--- config.mk ---
export PLATFORM = sky130hd
export DESIGN_NAME = peripheral_software_reset_ctrl
export DESIGN_NICKNAME = d
export VERILOG_FILES = /design/src/rtl/sw_reset_pkg.sv /design/src/rtl/peripheral_software_reset_ctrl.sv
export SDC_FILE = /design/constraint.sdc
export NUM_CORES = 1
export LEC_CHECK = 0
export ABC_AREA = 1
export BUFFER_PORTS_ARGS = -buffer_cell sky130_fd_sc_hd__buf_2
export CAP_MARGIN = 20
export CORE_UTILIZATION = 56
export CTS_BUF_LIST = sky130_fd_sc_hd__clkbuf_2
export DETAILED_ROUTE_END_ITERATION = 6
export PLACE_DENSITY = 0.95
export SLEW_MARGIN = 30
export SYNTH_ARGS = -nofsm -noshare
export SYNTH_HDL_FRONTEND = slang
export SYNTH_SLANG_ARGS = --single-unit
--- constraint.sdc ---
create_clock -name clk_in -period 2.5 [get_ports clk_in]
set_input_delay 0.375 -clock clk_in [delete_from_list [all_inputs] [get_ports clk_in]]
set_output_delay 0.375 -clock clk_in [all_outputs]
set_load 0.1 [all_outputs]
--- src/rtl/sw_reset_pkg.sv ---
// Purpose: Constants for the peripheral software reset controller
// Assumes: Avalon-MM slave, 32-bit data, byte addressing
// Notes:   Offsets are byte addresses within the system-control space
package sw_reset_pkg;
	localparam int          ADDR_W          = 12;
	localparam logic [11:0] PERIPH_RST_OFS  = 12'h044;
	localparam logic [11:0] PORT_RST_OFS    = 12'h048;
	localparam logic [11:0] PERIPH_CAP_OFS  = 12'h100;
	localparam logic [11:0] PORT_CAP_OFS    = 12'h104;
	localparam logic [31:0] PERIPH_RST_INIT = 32'h0000_0000;
	localparam logic [31:0] PORT_RST_INIT   = 32'h0000_0000;
	// Implemented bits of each reset register, all others reserved
	localparam logic [31:0] PERIPH_RST_IMPL = 32'h0705_1133;
	localparam logic [31:0] PORT_RST_IMPL   = 32'h0000_00ff;
	localparam logic [31:0] PERIPH_CAP_INIT = 32'h0705_1133;
	localparam logic [31:0] PORT_CAP_INIT   = 32'h0000_00ff;
	localparam logic [31:0] UNMAPPED_DATA   = 32'h0000_0000;
	localparam logic [31:0] READDATA_INIT   = 32'h0000_0000;
	// Field positions in the first reset register
	localparam int ASYNC0_BIT = 0;
	localparam int ASYNC1_BIT = 1;
	localparam int SYNC0_BIT  = 4;
	localparam int SYNC1_BIT  = 5;
	localparam int QUAD0_BIT = 8;
	localparam int TWI0_BIT  = 12;
	localparam int GPT0_BIT  = 16;
	localparam int CMP0_BIT  = 24;
endpackage

--- src/rtl/peripheral_software_reset_ctrl.sv ---
// Purpose: Software reset bits for on-chip peripherals and I/O ports
// Assumes: Avalon-MM slave, one wait state per access unless ack_r is still set, clk_in at 100 MHz
// Notes:   Capability masks are software-writable registers of this block
//
// Behaviour
// - Port reset writes only change bits enabled in port capability mask.
// - Eight port reset bits: bit 0 is port A up to bit 7 port H.
// - Quadrature unit zero reset lives at bit 8 of first register.
// - Sync serial one and zero resets at bits 5 and 4.
// - Async serial one and zero resets at bits 1 and 0.
// - Reserved bits read zero; software writes back read values.
// - Port reset register at 0x048, cleared to zero at reset.
// - First register at 0x044, writes gated by peripheral capability mask.
// - Comparators at 26:24, counters at bits 18 and 16 (bit 17 reserved), two-wire unit at bit 12.
`timescale 1ns/10ps
`default_nettype none
module peripheral_software_reset_ctrl
	import sw_reset_pkg::*;
(
	input  wire logic              clk_in,
	input  wire logic              rst_b_in,
	input  wire logic              clk_en_in,
	input  wire logic [ADDR_W-1:0] address_in,
	input  wire logic              read_in,
	input  wire logic              write_in,
	input  wire logic [31:0]       writedata_in,
	input  wire logic [3:0]        byteenable_in,
	output logic [31:0]            readdata_out,
	output logic                   waitrequest_out,
	output logic                   async_serial_zero_reset_out,
	output logic                   async_serial_one_reset_out,
	output logic                   sync_serial_zero_reset_out,
	output logic                   sync_serial_one_reset_out,
	output logic                   quadrature_unit_zero_reset_out,
	output logic                   two_wire_zero_reset_out,
	output logic [2:0]             gp_counter_reset_out,
	output logic [2:0]             comparator_reset_out,
	output logic [7:0]             port_reset_out
);

	////////////////////////////////////////////////////////////////////////
	// Register state, one current and one next value per register
	logic [31:0] periph_rst_r;
	logic [31:0] periph_rst_nxt;
	logic [31:0] port_rst_r;
	logic [31:0] port_rst_nxt;
	logic [31:0] periph_cap_r;
	logic [31:0] periph_cap_nxt;
	logic [31:0] port_cap_r;
	logic [31:0] port_cap_nxt;
	logic [31:0] readdata_r;
	logic [31:0] readdata_nxt;
	logic        ack_r;
	logic        ack_nxt;

	// Bus decode, handshake and write-mask helpers
	logic [31:0] be_mask;
	logic        req;
	logic        take;
	logic        commit;
	logic        hit_periph_rst;
	logic        hit_port_rst;
	logic        hit_periph_cap;
	logic        hit_port_cap;
	logic [31:0] periph_wmask;
	logic [31:0] port_wmask;
	logic [31:0] periph_cap_wmask;
	logic [31:0] port_cap_wmask;
	logic [31:0] periph_rd;
	logic [31:0] port_rd;

	////////////////////////////////////////////////////////////////////////
	// Expand byte enables to a bit mask
	always_comb begin
		for (int i = 0; i < 4; i++) begin
			be_mask[i*8 +: 8] = {8{byteenable_in[i]}};
		end
	end

	// Handshake: the first cycle of a request is a wait state unless ack_r is still set, and
	// the second completes it. Read data is captured in the wait cycle so
	// that it stands from a flop while waitrequest is low, and a write
	// lands only on the edge where the master sees waitrequest low.
	// A request dropped after its wait cycle still sets ack_r, so a request raised the next cycle gets no wait state.
	// Clock enable low with a request pending stretches the wait state,
	// so a master must not give up on a frozen block too soon.
	assign req             = read_in | write_in;
	assign take            = req & ~ack_r;     // Wait cycle
	assign commit          = write_in & ack_r; // Acknowledged edge
	assign waitrequest_out = take;

	// Address decode; every other address is unmapped and drops writes
	always_comb begin
		hit_periph_rst = (address_in == PERIPH_RST_OFS);
		hit_port_rst   = (address_in == PORT_RST_OFS);
		hit_periph_cap = (address_in == PERIPH_CAP_OFS);
		hit_port_cap   = (address_in == PORT_CAP_OFS);
	end

	// Bits a write may move: enabled lane, implemented and, for the reset registers, capable.
	// A capability bit of zero freezes its reset bit, so software cannot
	// disturb a unit that this part does not carry.
	always_comb begin
		periph_wmask     = be_mask & PERIPH_RST_IMPL & periph_cap_r;
		port_wmask       = be_mask & PORT_RST_IMPL & port_cap_r;
		periph_cap_wmask = be_mask & PERIPH_RST_IMPL;
		port_cap_wmask   = be_mask & PORT_RST_IMPL;
	end

	// Reserved bits read as zero whatever the flops hold
	assign periph_rd = periph_rst_r & PERIPH_RST_IMPL;
	assign port_rd   = port_rst_r & PORT_RST_IMPL;

	////////////////////////////////////////////////////////////////////////
	// Reset register next values; only the masked bits follow the data.
	// Reading a bit in the access that writes it returns the old value,
	// because the read is picked one edge before the write lands.
	always_comb begin
		periph_rst_nxt = periph_rst_r;
		port_rst_nxt   = port_rst_r;
		if (commit && hit_periph_rst) begin
			// Serial, quadrature, two-wire, counter, comparator bits
			periph_rst_nxt = (periph_rst_r & ~periph_wmask) | (writedata_in & periph_wmask);
		end
		if (commit && hit_port_rst) begin
			// Port A to port H, bit 0 to bit 7
			port_rst_nxt = (port_rst_r & ~port_wmask) | (writedata_in & port_wmask);
		end
	end

	// Reset registers clear at system reset; clock enable freezes them
	always_ff @(posedge clk_in or negedge rst_b_in) begin
		if (!rst_b_in) begin
			periph_rst_r <= PERIPH_RST_INIT;
			port_rst_r   <= PORT_RST_INIT;
		end else if (clk_en_in) begin
			periph_rst_r <= periph_rst_nxt;
			port_rst_r   <= port_rst_nxt;
		end
	end

	////////////////////////////////////////////////////////////////////////
	// Capability masks; only implemented bits can ever be set, so a mask
	// never opens a reserved reset bit to writes
	always_comb begin
		periph_cap_nxt = periph_cap_r;
		port_cap_nxt   = port_cap_r;
		if (commit && hit_periph_cap) begin
			periph_cap_nxt = (periph_cap_r & ~periph_cap_wmask) | (writedata_in & periph_cap_wmask);
		end
		if (commit && hit_port_cap) begin
			port_cap_nxt = (port_cap_r & ~port_cap_wmask) | (writedata_in & port_cap_wmask);
		end
	end

	// Masks come out of reset with every implemented unit present
	always_ff @(posedge clk_in or negedge rst_b_in) begin
		if (!rst_b_in) begin
			periph_cap_r <= PERIPH_CAP_INIT;
			port_cap_r   <= PORT_CAP_INIT;
		end else if (clk_en_in) begin
			periph_cap_r <= periph_cap_nxt;
			port_cap_r   <= port_cap_nxt;
		end
	end

	////////////////////////////////////////////////////////////////////////
	// Bus response next values; read data is picked in the wait cycle
	always_comb begin
		ack_nxt      = take;
		readdata_nxt = readdata_r;
		if (take && read_in) begin
			unique case (address_in)
				PERIPH_RST_OFS: readdata_nxt = periph_rd;
				PORT_RST_OFS:   readdata_nxt = port_rd;
				PERIPH_CAP_OFS: readdata_nxt = periph_cap_r;
				PORT_CAP_OFS:   readdata_nxt = port_cap_r;
				default:        readdata_nxt = UNMAPPED_DATA;
			endcase
		end
	end

	// Bus response flops; a stalled clock enable holds the wait state
	always_ff @(posedge clk_in or negedge rst_b_in) begin
		if (!rst_b_in) begin
			readdata_r <= READDATA_INIT;
			ack_r      <= 1'b0;
		end else if (clk_en_in) begin
			readdata_r <= readdata_nxt;
			ack_r      <= ack_nxt;
		end
	end

	////////////////////////////////////////////////////////////////////////
	// Bits drive peripheral resets directly, active high, from flops so a
	// reset line never glitches while the bus decodes an access
	assign readdata_out = readdata_r;

	// Serial unit resets
	assign async_serial_zero_reset_out    = periph_rst_r[ASYNC0_BIT];
	assign async_serial_one_reset_out     = periph_rst_r[ASYNC1_BIT];
	assign sync_serial_zero_reset_out     = periph_rst_r[SYNC0_BIT];
	assign sync_serial_one_reset_out      = periph_rst_r[SYNC1_BIT];

	// Quadrature and two-wire unit resets
	assign quadrature_unit_zero_reset_out = periph_rst_r[QUAD0_BIT];
	assign two_wire_zero_reset_out        = periph_rst_r[TWI0_BIT];

	// Counter and comparator groups, three bits each; counter bit 17 is reserved and stays zero
	assign gp_counter_reset_out           = periph_rst_r[GPT0_BIT +: 3];
	assign comparator_reset_out           = periph_rst_r[CMP0_BIT +: 3];

	// Port resets, port A on bit 0; the reserved upper bits never leave
	assign port_reset_out                 = port_rst_r[7:0];
endmodule
`default_nettype wire

==> flow_summary.ini <==
[drt]
drc = 0
vias = 2760
drtPass1Iterations = 5
ant_nets = 0
viasPerCell = 4.89
drtIter0Drc = 157
post_drt_wl_per_cell_um = 12.0
drt_wl_total_um = 6790

[yosys]
synth_top_family_by_area = simple AND/OR/NAND/NOR gates
yosysWarnings = 0
ys_types = 25
avgSynthCellArea_um2 = 7.27
synth_xor_area_share_pct = 0
synth_simple_gate_area_share_pct = 33.1
synth.area.mux_share_pct = 0.370
ys_seq_elements = 54
synth_edf_count = 0
ys_seq_area_share_pct = 45.2
synthArstFlopShare_pct = 100
syn_inst = 419
synth-compound-area-share_pct = 6.41
synth_ff_type = dfrtp_1
yosys.area_share.adder_pct = 0
syn_area_um2 = 3040

[outcome]
outcome = completed

[finish]
drive_gt1_share_pct = 26.1
multi_input_area_um2 = 1280
area_growth_pct = 13.4
register_area_um2 = 1380
nNetsFinal = 546
layout_common_cells = nand2_1, inv_1, buf_2
fill_cells = 471
layout_commonest_cell = nand2_1
diodes = 0

[sta]
finalSetupViolCount = 0
clock_skew_ns = 0.0225
clock.fmax_ghz = 0.532
drv_slew = 0
slew_headroom_pct = 55.4
fin_crit_sh_pct = 75.1
rsz0062_at_grt = false
final.setup.tns_ns = 0
worstMarginPinSlew_ns = 0.669
hold_viol_final = 0
period_needed_ns = 1.88

[critical_path]
path_class = reg2out
worst-path-max-fanout = 3
regToRegSetupSlack_ns = 0.87
cp.arrival_ns = 1.50
rr_worst_depth = 6
startpoint = ack_r
worstSetupEndpointType = output pin
r2r_start = ack_r
crit_path_start_kind = flop
cp.required_ns = 2.12

[clock_network]
cts.clk_slew.worst_paths_ns = 0.29
cts_made_buffers = 5
cts_tree = done
cts_setup_buffers = 0
htree_levels = 2
clk_path_buf_depth = 2
cts_root_buf = clkbuf_2
insertion_delay_ns = 0.47
cts_num_sinks = 54

[power_and_ir_drop]
p_switching_w = 0.000530
p_per_area_nw_per_um2 = 442
leakage_nw = 1.85
finalPower_w = 0.00153
p_clk_share_pct = 23.5
vdd_drop_max_mv = 0.356
seq_power_share_pct = 58.2
p_sw_share_pct = 34.8
p_int_w = 0.000995
p_comb_share_pct = 18.2

[worst_hold_path]
hold_path.class = in2reg
worstHoldStart = writedata_in[6]
holdPathStages = 3

[grt]
grt_first_pass_wirelength_um = 11100
antenna_found_initial = 0
overflow = 0
grt_pass1_vias = 2550
grt_max_degree = 55
grt_usage_pct = 25.8

[place]
port_buffers = 70
place_congestion = 0.844
hpwlAfterDp_um = 4960

[die]
chipHeight_um = 75.7
core_um2 = 5170
dieArea_um2 = 5740
rows = 26
die_x_um = 75.7
start_util_pct = 58.9
io_pins = 106

[flow_run]
drv_cap = 0
-- power by group through the flow --
| stage | Sequential [W] | Clock [W] | Combinational, W |
|---|---|---|---|
| after floorplan | 0.000902 | 0 | 0.000222 |
| after global placement | 0.000900 | 0 | 0.000272 |
| after detailed placement | 0.000901 | 0 | 0.000277 |
| after CTS | 0.000888 | 0.000364 | 0.000279 |
| after global routing | 0.000890 | 0.000392 | 0.000297 |
| final | 0.000888 | 0.000359 | 0.000278 |
-- worst max-delay path by stage --
stage | cells after the start | slack (ns) | to
global placement | 9 | 0.82 | readdata_out[25]
finish | 2 | 0.62 | waitrequest_out
floorplan | 5 | 0.34 | readdata_out[1]
global route | 2 | 0.54 | waitrequest_out
detailed placement | 9 | 0.77 | readdata_out[25]
CTS | 2 | 0.61 | waitrequest_out
-- kinds of logic after synthesis --
family | Yosys count
flip-flops | 54
other | 1
AND/OR/NAND/NOR | 224
AO/OA/AOI/OAI | 39
multiplexers | 1
buffers and inverters | 100
-- repair_timing --
action / 4_1_cts / 5_1_grt
endpoints found under the hold margin: 19 / 0
hold buffers: 1 / 0
gates resized for setup: 0 / 0
-- per-stage QoR --
stage | instance area [um2] | utilization (%) | worst slack, ns | hold WS (ns) | instances
2_1_floorplan | 3110 | - | 0.336 | 0.0794 | 436
3_3_place_gp | 3400 | 65.7 | 0.817 | 0.458 | 555
3_5_place_dp | 3400 | 65.7 | 0.771 | 0.460 | 555
4_1_cts | 3450 | 66.8 | 0.612 | 0.0552 | 564
5_1_grt | 3450 | 66.8 | 0.536 | 0.0354 | 564
6_report | 3450 | 66.8 | 0.622 | 0.0642 | 564
-- cells in the mapped netlist, types with 3 or more instances --
| library cell | count | area (um2) |
|---|---|---|
| o21ai_0 | 12 | 60.1 |
| inv_1 | 72 | 270 |
| dfrtp_1 | 35 | 876 |
| dfstp_2 | 19 | 499 |
| inv_2 | 4 | 15.0 |
| o21ai_1 | 27 | 135 |
| buf_2 | 3 | 15.0 |
| nand2_1 | 132 | 495 |
| nand4_1 | 9 | 56.3 |
| nor2_2 | 8 | 50.1 |
| buf_4 | 19 | 143 |
| nor2_4 | 4 | 45.0 |
| nand3_1 | 25 | 125 |
| nand2_2 | 7 | 43.8 |
| nor2_1 | 33 | 124 |
-- critical path, stage by stage (launching register included) --
cell	delay [ns]
dfrtp_1	0.47
nor2_2	0.15
buf_2	0.44
-- layout make-up --
class / count / area share, %
multi-input combinational: 282 / 37.1
timing repair buffer: 73 / 10.9
clock inverter: 3 / 0.543
clock buffer: 5 / 0.725
inverter: 77 / 8.41
sequential: 54 / 39.8
tap: 70 / 2.54
-- layer usage --
metal	vias up	routed length (um)	global-route usage, %
met4	0	69	7.82
met2	98	3480	45.6
met5	-	0	0
li1	1382	-	-
met3	8	429	5.03
met1	1272	2820	32.0
Power figures use the tool's default switching activity.
